==> config.mk <==
export PLATFORM = sky130hd
export DESIGN_NAME = bsi_status_irq
export DESIGN_NICKNAME = d
export VERILOG_FILES = /design/src/rtl/bsi_pkg.sv /design/src/rtl/bsi_run_detect.sv /design/src/rtl/bsi_status_irq.sv
export SDC_FILE = /design/constraint.sdc
export NUM_CORES = 1
export LEC_CHECK = 0
export BUFFER_PORTS_ARGS = -buffer_cell sky130_fd_sc_hd__buf_2
export CAP_MARGIN = 10
export CORE_MARGIN = 2
export CORE_UTILIZATION = 56
export CTS_BUF_LIST = sky130_fd_sc_hd__clkbuf_8 sky130_fd_sc_hd__clkbuf_16
export DETAILED_ROUTE_END_ITERATION = 8
export PLACE_DENSITY = 0.78
export SETUP_SLACK_MARGIN = 0.3
export SYNTH_ARGS = -nofsm -noshare
export SYNTH_HDL_FRONTEND = slang
export SYNTH_SLANG_ARGS = --single-unit
==> constraint.sdc <==
create_clock -name ref_clk -period 2.3 [get_ports ref_clk]
set_input_delay 0.46 -clock ref_clk [delete_from_list [all_inputs] [get_ports ref_clk]]
set_output_delay 0.46 -clock ref_clk [all_outputs]
set_load 0.02 [all_outputs]
==> src/rtl/bsi_pkg.sv <==
// package: register map, flag positions and constants of the status block
package bsi_pkg;
  localparam logic [7:0] ADDR_PAT3 = 8'h10;
  localparam logic [7:0] ADDR_PAT2 = 8'h11;
  localparam logic [7:0] ADDR_PAT1 = 8'h12;
  localparam logic [7:0] ADDR_PAT0 = 8'h13;
  localparam logic [7:0] ADDR_FLAGS = 8'h14;
  localparam logic [7:0] ADDR_ENABLES = 8'h15;
  localparam int BIT_ALL_ONES = 6;
  localparam int BIT_ALL_ZEROS = 5;
  localparam int BIT_LOCK_LOST = 4;
  localparam int BIT_BIT_ERROR = 3;
  localparam int BIT_BIT_COUNT_OVF = 2;
  localparam int BIT_ERR_COUNT_OVF = 1;
  localparam int BIT_LOCKED = 0;
  localparam logic [7:0] FLAGS_RESET = 8'h00;
  localparam logic [7:0] ENABLES_RESET = 8'h00;
  localparam logic [7:0] ENABLES_USED = 8'h7f;
  localparam logic [31:0] PATTERN_RESET = 32'h0000_0000;
  localparam logic [5:0] RUN_LIMIT = 6'h20;
endpackage

==> src/rtl/bsi_run_detect.sv <==
// run detector: flags 32 equal received bits in a row
`timescale 1ns/1ps
`default_nettype none
module bsi_run_detect (
  input wire logic ref_clk,
  input wire logic arst_n,
  input wire logic bit_valid,
  input wire logic bit_value,
  output logic run_ones,
  output logic run_zeros
);
  logic [5:0] cnt_r;
  logic [5:0] cnt_nxt;
  logic last_r;
  logic last_nxt;

  always_comb begin
    cnt_nxt = cnt_r;
    last_nxt = last_r;
    if (bit_valid) begin
      last_nxt = bit_value;
      if (bit_value != last_r || cnt_r == 6'h00) begin
        cnt_nxt = 6'h01;
      end else if (cnt_r != bsi_pkg::RUN_LIMIT) begin
        cnt_nxt = cnt_r + 6'h01;
      end
    end
  end

  always_ff @(posedge ref_clk or negedge arst_n) begin
    if (!arst_n) begin
      cnt_r <= 6'h00;
      last_r <= 1'b0;
    end else begin
      cnt_r <= cnt_nxt;
      last_r <= last_nxt;
    end
  end

  // condition lasts until the opposite bit arrives
  assign run_ones = (cnt_r == bsi_pkg::RUN_LIMIT) && last_r;
  assign run_zeros = (cnt_r == bsi_pkg::RUN_LIMIT) && !last_r;
endmodule
`default_nettype wire

==> src/rtl/bsi_status_irq.sv <==
// receive status flags, interrupt enables and captured pattern registers
// ----------------------------------------------------------------------
// Overview of operation
// (RULE1) events set their matching status bit
// (RULE2) lock-state bit follows synchronizer live
// (RULE3) other bits latch until software reads
// (RULE4) error and overflow flags clear on read
// (RULE5) alarm flags clear on read once condition ends
// (RULE6) status events can drive interrupt pin
// (RULE7) each flag has same-position mask bit
// (RULE8) mask 0 blocks, mask 1 enables interrupt
// (RULE9) all-zeros after 32 zeros, clearable on one
// (RULE10) lock-lost set while searching, held until read
// (RULE11) status register at 14h, bit layout
// (RULE12) mask register at 15h, same layout
// (RULE13) all-ones after 32 ones, clearable on zero
// (RULE14) interrupt low while any enabled flag set
// (RULE15) bit-count overflow sets its flag
// (RULE16) error-count overflow sets its flag
// (RULE17) latch out of lock copies last 32 bits
// (RULE18) latch in lock copies locked pattern
// ----------------------------------------------------------------------
`timescale 1ns/1ps
`default_nettype none
module bsi_status_irq (
  input wire logic ref_clk,
  input wire logic arst_n,
  input wire logic bit_valid,
  input wire logic bit_value,
  input wire logic locked,
  input wire logic searching,
  input wire logic bit_error_evt,
  input wire logic bit_count_ovf_evt,
  input wire logic err_count_ovf_evt,
  input wire logic [31:0] locked_pattern,
  input wire logic receive_latch_control,
  input wire logic [7:0] reg_addr,
  input wire logic reg_rd,
  input wire logic reg_wr,
  input wire logic [7:0] reg_wdata,
  output logic [7:0] reg_rdata,
  output logic irq_n
);
  // ----------------------------------------------------------------------
  // state
  // ----------------------------------------------------------------------
  logic [7:0] flags_r;
  wire logic [7:0] flags_nxt;
  logic [7:0] enables_r;
  logic [7:0] enables_nxt;
  logic [31:0] shift_r;
  logic [31:0] shift_nxt;
  logic [31:0] pattern_r;
  logic [31:0] pattern_nxt;
  logic latch_prev_r;
  logic latch_prev_nxt;
  logic [7:0] rdata_r;
  logic [7:0] rdata_nxt;
  logic irq_n_r;
  logic irq_n_nxt;
  logic run_ones;
  logic run_zeros;
  logic [7:0] set_vec;
  logic [7:0] hold_vec;
  logic [7:0] live_flags;
  logic flag_read;
  logic [7:0] pend_vec;
  logic latch_rise;

  bsi_run_detect u_run (
    .ref_clk(ref_clk),
    .arst_n(arst_n),
    .bit_valid(bit_valid),
    .bit_value(bit_value),
    .run_ones(run_ones),
    .run_zeros(run_zeros)
  );

  // ----------------------------------------------------------------------
  // status flags
  // ----------------------------------------------------------------------
  always_comb begin
    set_vec = 8'h00;
    set_vec[bsi_pkg::BIT_ALL_ONES] = run_ones; // [RULE13] [RULE1]
    set_vec[bsi_pkg::BIT_ALL_ZEROS] = run_zeros; // [RULE9]
    set_vec[bsi_pkg::BIT_LOCK_LOST] = searching; // [RULE10]
    set_vec[bsi_pkg::BIT_BIT_ERROR] = bit_error_evt;
    set_vec[bsi_pkg::BIT_BIT_COUNT_OVF] = bit_count_ovf_evt; // [RULE15]
    set_vec[bsi_pkg::BIT_ERR_COUNT_OVF] = err_count_ovf_evt; // [RULE16]
  end

  // causes still present at a read; only the alarm flags have one
  always_comb begin
    hold_vec = 8'h00;
    hold_vec[bsi_pkg::BIT_ALL_ONES] = run_ones; // [RULE5]
    hold_vec[bsi_pkg::BIT_ALL_ZEROS] = run_zeros; // [RULE5]
    hold_vec[bsi_pkg::BIT_LOCK_LOST] = searching; // [RULE5]
  end

  assign flag_read = reg_rd && (reg_addr == bsi_pkg::ADDR_FLAGS); // [RULE11]

  // one slice per flag; bit 7 and the live lock bit never latch
  for (genvar i = 0; i < 8; i++) begin : g_flag
    if (i == 7 || i == bsi_pkg::BIT_LOCKED) begin : g_fixed
      assign flags_nxt[i] = 1'b0; // [RULE2] [RULE11]
    end else begin : g_latched
      // a set in the read cycle wins over the clear
      assign flags_nxt[i] = flag_read ? (set_vec[i] | hold_vec[i])
        : (flags_r[i] | set_vec[i]); // [RULE3] [RULE4]
    end
  end

  // ----------------------------------------------------------------------
  // mask register and interrupt
  // ----------------------------------------------------------------------
  always_comb begin
    enables_nxt = enables_r;
    if (reg_wr && reg_addr == bsi_pkg::ADDR_ENABLES) begin
      enables_nxt = reg_wdata & bsi_pkg::ENABLES_USED; // [RULE12]
    end
  end

  always_comb begin
    live_flags = flags_r;
    live_flags[bsi_pkg::BIT_LOCKED] = locked; // [RULE2]
    // enabled flags as they will stand after this edge, plus the live lock
    pend_vec = (flags_nxt | {7'h00, locked}) & enables_nxt; // [RULE7] [RULE8]
    // pin registered from the next flag state, so it changes on the same edge as the flags
    irq_n_nxt = ~|pend_vec; // [RULE6] [RULE14]
  end

  // ----------------------------------------------------------------------
  // captured pattern
  // ----------------------------------------------------------------------
  assign latch_rise = receive_latch_control && !latch_prev_r;

  always_comb begin
    shift_nxt = shift_r;
    if (bit_valid) begin
      shift_nxt = {shift_r[30:0], bit_value};
    end
    latch_prev_nxt = receive_latch_control;
    pattern_nxt = pattern_r;
    // only the rising edge captures, so a held control copies once
    if (latch_rise) begin
      if (locked) begin
        pattern_nxt = locked_pattern; // [RULE18]
      end else begin
        pattern_nxt = shift_r; // [RULE17]
      end
    end
  end

  // ----------------------------------------------------------------------
  // read data
  // ----------------------------------------------------------------------
  always_comb begin
    rdata_nxt = 8'h00;
    if (reg_rd) begin
      unique case (reg_addr)
        bsi_pkg::ADDR_PAT3: rdata_nxt = pattern_r[31:24];
        bsi_pkg::ADDR_PAT2: rdata_nxt = pattern_r[23:16];
        bsi_pkg::ADDR_PAT1: rdata_nxt = pattern_r[15:8];
        bsi_pkg::ADDR_PAT0: rdata_nxt = pattern_r[7:0];
        bsi_pkg::ADDR_FLAGS: rdata_nxt = live_flags; // [RULE11]
        bsi_pkg::ADDR_ENABLES: rdata_nxt = enables_r;
        default: rdata_nxt = 8'h00;
      endcase
    end else begin
      rdata_nxt = rdata_r;
    end
  end

  // ----------------------------------------------------------------------
  // registers
  // ----------------------------------------------------------------------
  always_ff @(posedge ref_clk or negedge arst_n) begin
    if (!arst_n) begin
      flags_r <= bsi_pkg::FLAGS_RESET;
    end else begin
      flags_r <= flags_nxt;
    end
  end

  always_ff @(posedge ref_clk or negedge arst_n) begin
    if (!arst_n) begin
      enables_r <= bsi_pkg::ENABLES_RESET;
    end else begin
      enables_r <= enables_nxt;
    end
  end

  always_ff @(posedge ref_clk or negedge arst_n) begin
    if (!arst_n) begin
      shift_r <= bsi_pkg::PATTERN_RESET;
      pattern_r <= bsi_pkg::PATTERN_RESET;
      latch_prev_r <= 1'b0;
    end else begin
      shift_r <= shift_nxt;
      pattern_r <= pattern_nxt;
      latch_prev_r <= latch_prev_nxt;
    end
  end

  always_ff @(posedge ref_clk or negedge arst_n) begin
    if (!arst_n) begin
      rdata_r <= 8'h00;
    end else begin
      rdata_r <= rdata_nxt;
    end
  end

  always_ff @(posedge ref_clk or negedge arst_n) begin
    if (!arst_n) begin
      irq_n_r <= 1'b1;
    end else begin
      irq_n_r <= irq_n_nxt;
    end
  end

  assign reg_rdata = rdata_r;
  assign irq_n = irq_n_r;
endmodule
`default_nettype wire

# After elaboration in Yosys (flattened, before gate mapping)

Cells that the tools add are included.

Register bits: 95
Logic and storage cells: 51

$add $sub $neg: 1
Equal/unequal tests: 9
Muxes and demuxes: 11
Bitwise gates (word level): 8
Reduce and logical (&&, ||, !) cells: 13

Operators by type and width:

| operator              | count |
|---|---|
| $eq A8 B5 Y1 const B  | 6 |
| $pmux W8 S6           | 1 |
| $mux W32              | 1 |
| $mux W6               | 2 |
| $and A7 B8 Y8         | 1 |
| $mux W8               | 1 |
| $reduce_or A8 Y1      | 1 |
| $or A7 B1 Y7          | 1 |
| $add A6 B1 Y6 const B | 1 |
| $eq A6 B6 Y1 const B  | 1 |
| $logic_not A6 Y1      | 1 |
| $mux W1               | 6 |
| $ne A6 B6 Y1 const B  | 1 |
| $or A1 B1 Y1          | 6 |
| $logic_and A1 B1 Y1   | 5 |
| $logic_not A1 Y1      | 3 |
| $reduce_and A2 Y1     | 1 |
| $reduce_bool A2 Y1    | 1 |
| $logic_or A1 B1 Y1    | 1 |
| $ne A1 B1 Y1          | 1 |

# Longest topological paths before layout

Word-level depth: 8
Mapped depth: 7

# By module

A second synthesis with hierarchy kept.

Cell total of the unflattened synthesis: 385
Area total of the unflattened synthesis: 4488.1 um^2

Modules (own cells, without submodules):

| module         | instances | cells an instance | area each (um^2) | seq. area each (um^2) |
|---|---|---|---|---|
| bsi_status_irq | 1         | 345               | 4051.4           | 2178.3 |
| bsi_run_detect | 1         | 40                | 436.7            | 175.2 |

# Worst setup path after synthesis

No wires, ideal clock.

Path kind: input port to flip-flop
From: in reg_addr[1]
To: reg irq_n_r, in the netlist irq_n
Setup time: 89 ps
Arrival: 2025 ps
Path slack: 186 ps
Stages on the path: 7
Buffers on the path: 2
Path through: buf_6 nor4b_4 and4_1 buf_6 mux2_2 a22o_1 nor4b_2

Elaborated cells between the ends (all ways): 15
Classes of those cells: eq/ne (2); mux (7); bitwise (2); reduce/logical (4)

RTL lines:

| item                 | RTL line              | RTL |
|---|---|---|
| from (decl)          | bsi_status_irq.sv:37  | `input wire logic [7:0] reg_addr,` |
| $eq A8 B5 Y1         | bsi_status_irq.sv:118 | `if (reg_wr && reg_addr == bsi_pkg::ADDR_ENABLES) begin` |
| $logic_and A1 B1 Y1  | bsi_status_irq.sv:118 |  |
| $mux W8              | bsi_status_irq.sv:118 |  |
| via enables_nxt[0]   | bsi_status_irq.sv:50  | `logic [7:0] enables_nxt;` |
| $and A7 B8 Y8        | bsi_status_irq.sv:127 | `pend_vec = (flags_nxt \| {7'h00, locked}) & enables_nxt;` |
| $reduce_or A8 Y1     | bsi_status_irq.sv:129 | `irq_n_nxt = ~\|pend_vec;` |
| $logic_not A1 Y1     | bsi_status_irq.sv:129 |  |
| via irq_n_nxt        | bsi_status_irq.sv:60  | `logic irq_n_nxt;` |
| to (signal assigned) | bsi_status_irq.sv:217 | `irq_n_r <= irq_n_nxt;` |
| to (decl)            | bsi_status_irq.sv:59  | `logic irq_n_r;` |

The timed path passes the listed nets, and every way through them passes these cells.
A chain may end at the register's enable or synchronous reset.

# Final worst setup path

From: reg u_run.cnt_r[0]
To: reg u_run.cnt_r[1]

Word-level cells in the longest chain between the ends: 4
Elaborated cells between the ends (all ways): 8
Classes of those cells: add/sub (1); eq/ne (1); mux (2); reduce/logical (4)

Ends and longest elaborated chain:

| item                                                  | RTL line             | RTL |
|---|---|---|
| from (decl)                                           | bsi_run_detect.sv:12 | `logic [5:0] cnt_r;` |
| from (signal assigned)                                | bsi_run_detect.sv:35 | `cnt_r <= cnt_nxt;` |
| branches (longest 4 deep; another with $add A6 B1 Y6) | n/a                  |  |

Parallel ways; which one is timed is not known. The select of a mux whose other input is x is not followed.

==> results.sh <==
export IMPL_cp_start_kind="register"
export IMPL_internal_power_mw=3.07
export IMPL_tightestPinTransition_ps=491
export IMPL_yosys_area_share_simple_pct=9.91
export IMPL_core_area_mm2=0.00733
export IMPL_grt_pass1_vias=2946
export IMPL_die_area_mm2=0.00834
export IMPL_ys_types=36
export IMPL_p_comb_share_pct=18.4
export IMPL_cts_buffers=9
export IMPL_initial_core_util_pct=58.2
export IMPL_wl_per_cell_um=16.1
export IMPL_layout_cells_non_filler=536
export IMPL_use_met3_pct=3.32
export IMPL_worstPathRequired_ps=2550
export IMPL_yosysWarnings=0
export IMPL_htreeDepth=3
export IMPL_synth_edf_count=0
export IMPL_ctsHoldBuffers=0
export IMPL_grt_pass1_wl_um=14300
export IMPL_dp_final_hpwl_um=6450
export IMPL_pwr_share_seq_pct=53.5
export IMPL_num_io_pins=69
export IMPL_grt_overflow=0
export IMPL_cts_buffer_depth=2
export IMPL_finalCritPeriodShare_pct=81.5
export IMPL_port_buffers=67
export IMPL_cts_tree="done"
export IMPL_via_per_inst=5.57
export IMPL_finish_utilization_pct=68.4
export IMPL_slowest_stage="or4b_2"
export IMPL_finalSetupTns_ps=0
export IMPL_placed_area_mm2=0.00479
export IMPL_critical_path_class="reg2reg"
export IMPL_report_final_hold_viol_count=0
export IMPL_worstPathArrival_ps=2120
export IMPL_relSlewSlack_pct=67.3
export IMPL_setup_viol=0
export IMPL_hold_class="in2async"
export IMPL_antenna_left=0
export IMPL_status="finished, final reports clean"
export IMPL_cts_root_buf="clkbuf_8"
export IMPL_swShare_pct=28.5
export IMPL_synth_area_per_cell_um2=11.7
export IMPL_synthTopCellsByCount="92 x dfrtp_1, 47 x mux2i_1, 45 x o21ai_0, 40 x nand2_1, 38 x mux2_2"
export IMPL_rsz0062_at_grt="no"
export IMPL_yosysTopAreaCellShare_pct=53.9
export IMPL_num_antenna_cells=0
export IMPL_crit_fanout=4
export IMPL_ys_ff_latch=93
export IMPL_layout_nets=494
export IMPL_cap_violations=0
export IMPL_synth_nets=426
export IMPL_worst_r2r_cell_count=5
export IMPL_synth_flop_cell="dfrtp_1"
export IMPL_timing_hold_ws_ps=34.1
export IMPL_synthArstFlopShare_pct=100
export IMPL_timing_fmax_mhz=533
export IMPL_drv_slew=0
export IMPL_fin_skew_ps=14.3
export IMPL_p_leak_nw=2.43
export IMPL_insertion_delay_ps=370
export IMPL_rows=31
export IMPL_syn2layout_area_growth_pct=17.5
export IMPL_ys_top_cells_by_area="dfrtp_1 54%, mux2i_1 11%, mux2_2 10%, o21ai_0 5.3%, nand2_1 3.5%"
export IMPL_ir_drop_mv=0.525
export IMPL_total_power_mw=4.29
export IMPL_worstPathCellList="inv_1 > ha_1 > or4b_2 > and3_1 > a22o_1"
export IMPL_final_layout_size_suffix_gt1_share_pct=32.7
export IMPL_cp_top_family="simple AND/OR/NAND/NOR gates"
export IMPL_synthCells=364
export IMPL_synth_top_family_by_area="multiplexers"
export IMPL_p_per_area_mw_per_mm2=856
export IMPL_synth_xor_area_share_pct=1.03
export IMPL_vias=2988
export IMPL_wirelength_um=8610
export IMPL_crit_start="u_run.cnt_r[0]$_DFFE_PN0P_"
export IMPL_synth_compound_area_share_pct=9.41
export IMPL_die_y_um=91.3
export IMPL_synthAdderAreaFrac_pct=0.586
export IMPL_clkPwrFrac_pct=28.1
export IMPL_path_buf_inv=1
export IMPL_drtPass1Iterations=4
export IMPL_use_met2_pct=34.0
export IMPL_end_kind="register"
export IMPL_timing_rr_start="u_run.cnt_r[0]$_DFFE_PN0P_"
export IMPL_muxShareOfSynthArea_pct=21.6
export IMPL_min_period_ps=1880
export IMPL_routabilityCongestion=0.876
export IMPL_post_place_ws_ps=141
export IMPL_synth_top_area_cell="dfrtp_1"
export IMPL_yosysMostFrequentCell="dfrtp_1"
export IMPL_first_iter_violations=204
export IMPL_critical_path_depth=5
export IMPL_synth_area_mm2=0.00427
export IMPL_grt_usage_pct=22.0
export IMPL_post_cts_buffers=0
export IMPL_drc=0
export IMPL_dp_cells=520
export IMPL_clk_pin_slew_ps=100
export IMPL_grt_max_degree=65
export IMPL_slowest_delay_ps=600
export IMPL_die_width_um=91.3
export IMPL_antenna_found_initial=0
export IMPL_cts_num_sinks=93
export IMPL_p_sw_mw=1.22
export IMPL_grt_use_met1_pct=30.9
export IMPL_synth_seq_area_share_pct=54.6
export IMPL_grt_busiest_layer="met2"
export IMPL_fin_area_mm2=0.00501
export IMPL_r2r_slack_ps=420
export IMPL_timing_final_ws_setup_ps=425
export IMPL_cts_resized=0
==> worst register-to-register path, delay by kind of cell (launching register included) <==
family,cells,cell delay (ps)
and+or+nand+nor,2,830
buffers and inverters,1,110
DFF,1,420
AOI/OAI and AO/OA,1,250
adders and majority gates,1,170
==> power by group through the flow <==
stage	Combinational, mW	Sequential [mW]	Clock [mW]
floorplan	0.555	2.25	0
global placement	0.765	2.30	0
detailed placement	0.798	2.33	0
CTS	0.800	2.29	1.22
global route	0.882	2.35	1.29
finish	0.788	2.30	1.21
==> flip-flops by register name, indices dropped and copies added (netlist names) <==
| register | count |
|---|---|
| shift_r | 32 |
| irq_n | 1 |
| u_run.cnt_r | 6 |
| reg_rdata | 8 |
| latch_prev_r | 1 |
| enables_r | 7 |
| pattern_r | 32 |
| flags_r | 6 |
==> area by class of cell <==
cell class,count,area (um2)
clock buffers,9,124
clock inverters,7,97.6
fillers,526,2320
inverters,4,15.0
multi-input cells,243,1830
flip-flops and latches,93,2330
well taps,99,124
repair buffers,81,493
==> layer usage <==
layer | share of wire (%) | vias up
met1 | 47 | 1455
met3 | 4.1 | 22
li1 | - | 1433
met5 | 0 | -
met4 | 2.5 | 0
met2 | 47 | 78
==> placed cells by master, fill, tap and decap left out, types with 2 or more instances in the layout <==
| master | n |
|---|---|
| dfrtp_1 | 92 |
| buf_2 | 66 |
| mux2i_1 | 47 |
| o21ai_0 | 45 |
| nand2_1 | 40 |
| mux2_2 | 34 |
| nor2_1 | 17 |
| buf_4 | 11 |
| nand3_1 | 9 |
| clkbuf_8 | 9 |
| a221oi_1 | 7 |
| a21oi_1 | 7 |
| inv_1 | 5 |
| mux2_4 | 4 |
| a21o_1 | 4 |
| xor2_1 | 4 |
| buf_12 | 4 |
| a22o_1 | 3 |
| nor4b_4 | 2 |
| and3_1 | 2 |
| nand4_1 | 2 |
| ha_1 | 2 |
| inv_6 | 2 |
| bufinv_16 | 2 |
==> cell families (layout without fill, tap and decap cells) <==
family          after synthesis  in the layout
mux                          86             86
fa+ha+maj                     2              2
compound gates               69             69
buf+inv                      28            101
simple gates                 81             81
flops                        93             93
xor+xnor                      5              5
==> final timing paths <==
check	end
hold / removal	pattern_r[13]$_DFFE_PN0P_
hold reg to reg	pattern_r[21]$_DFFE_PN0P_
setup / recovery	u_run.cnt_r[1]$_DFFE_PN0P_
setup reg to reg	u_run.cnt_r[1]$_DFFE_PN0P_
min in group ref_clk	latch_prev_r$_DFF_PN0_
max in group asynchronous	irq_n$_DFF_PN1_
Note: power is estimated with default switching activity, not from simulation.
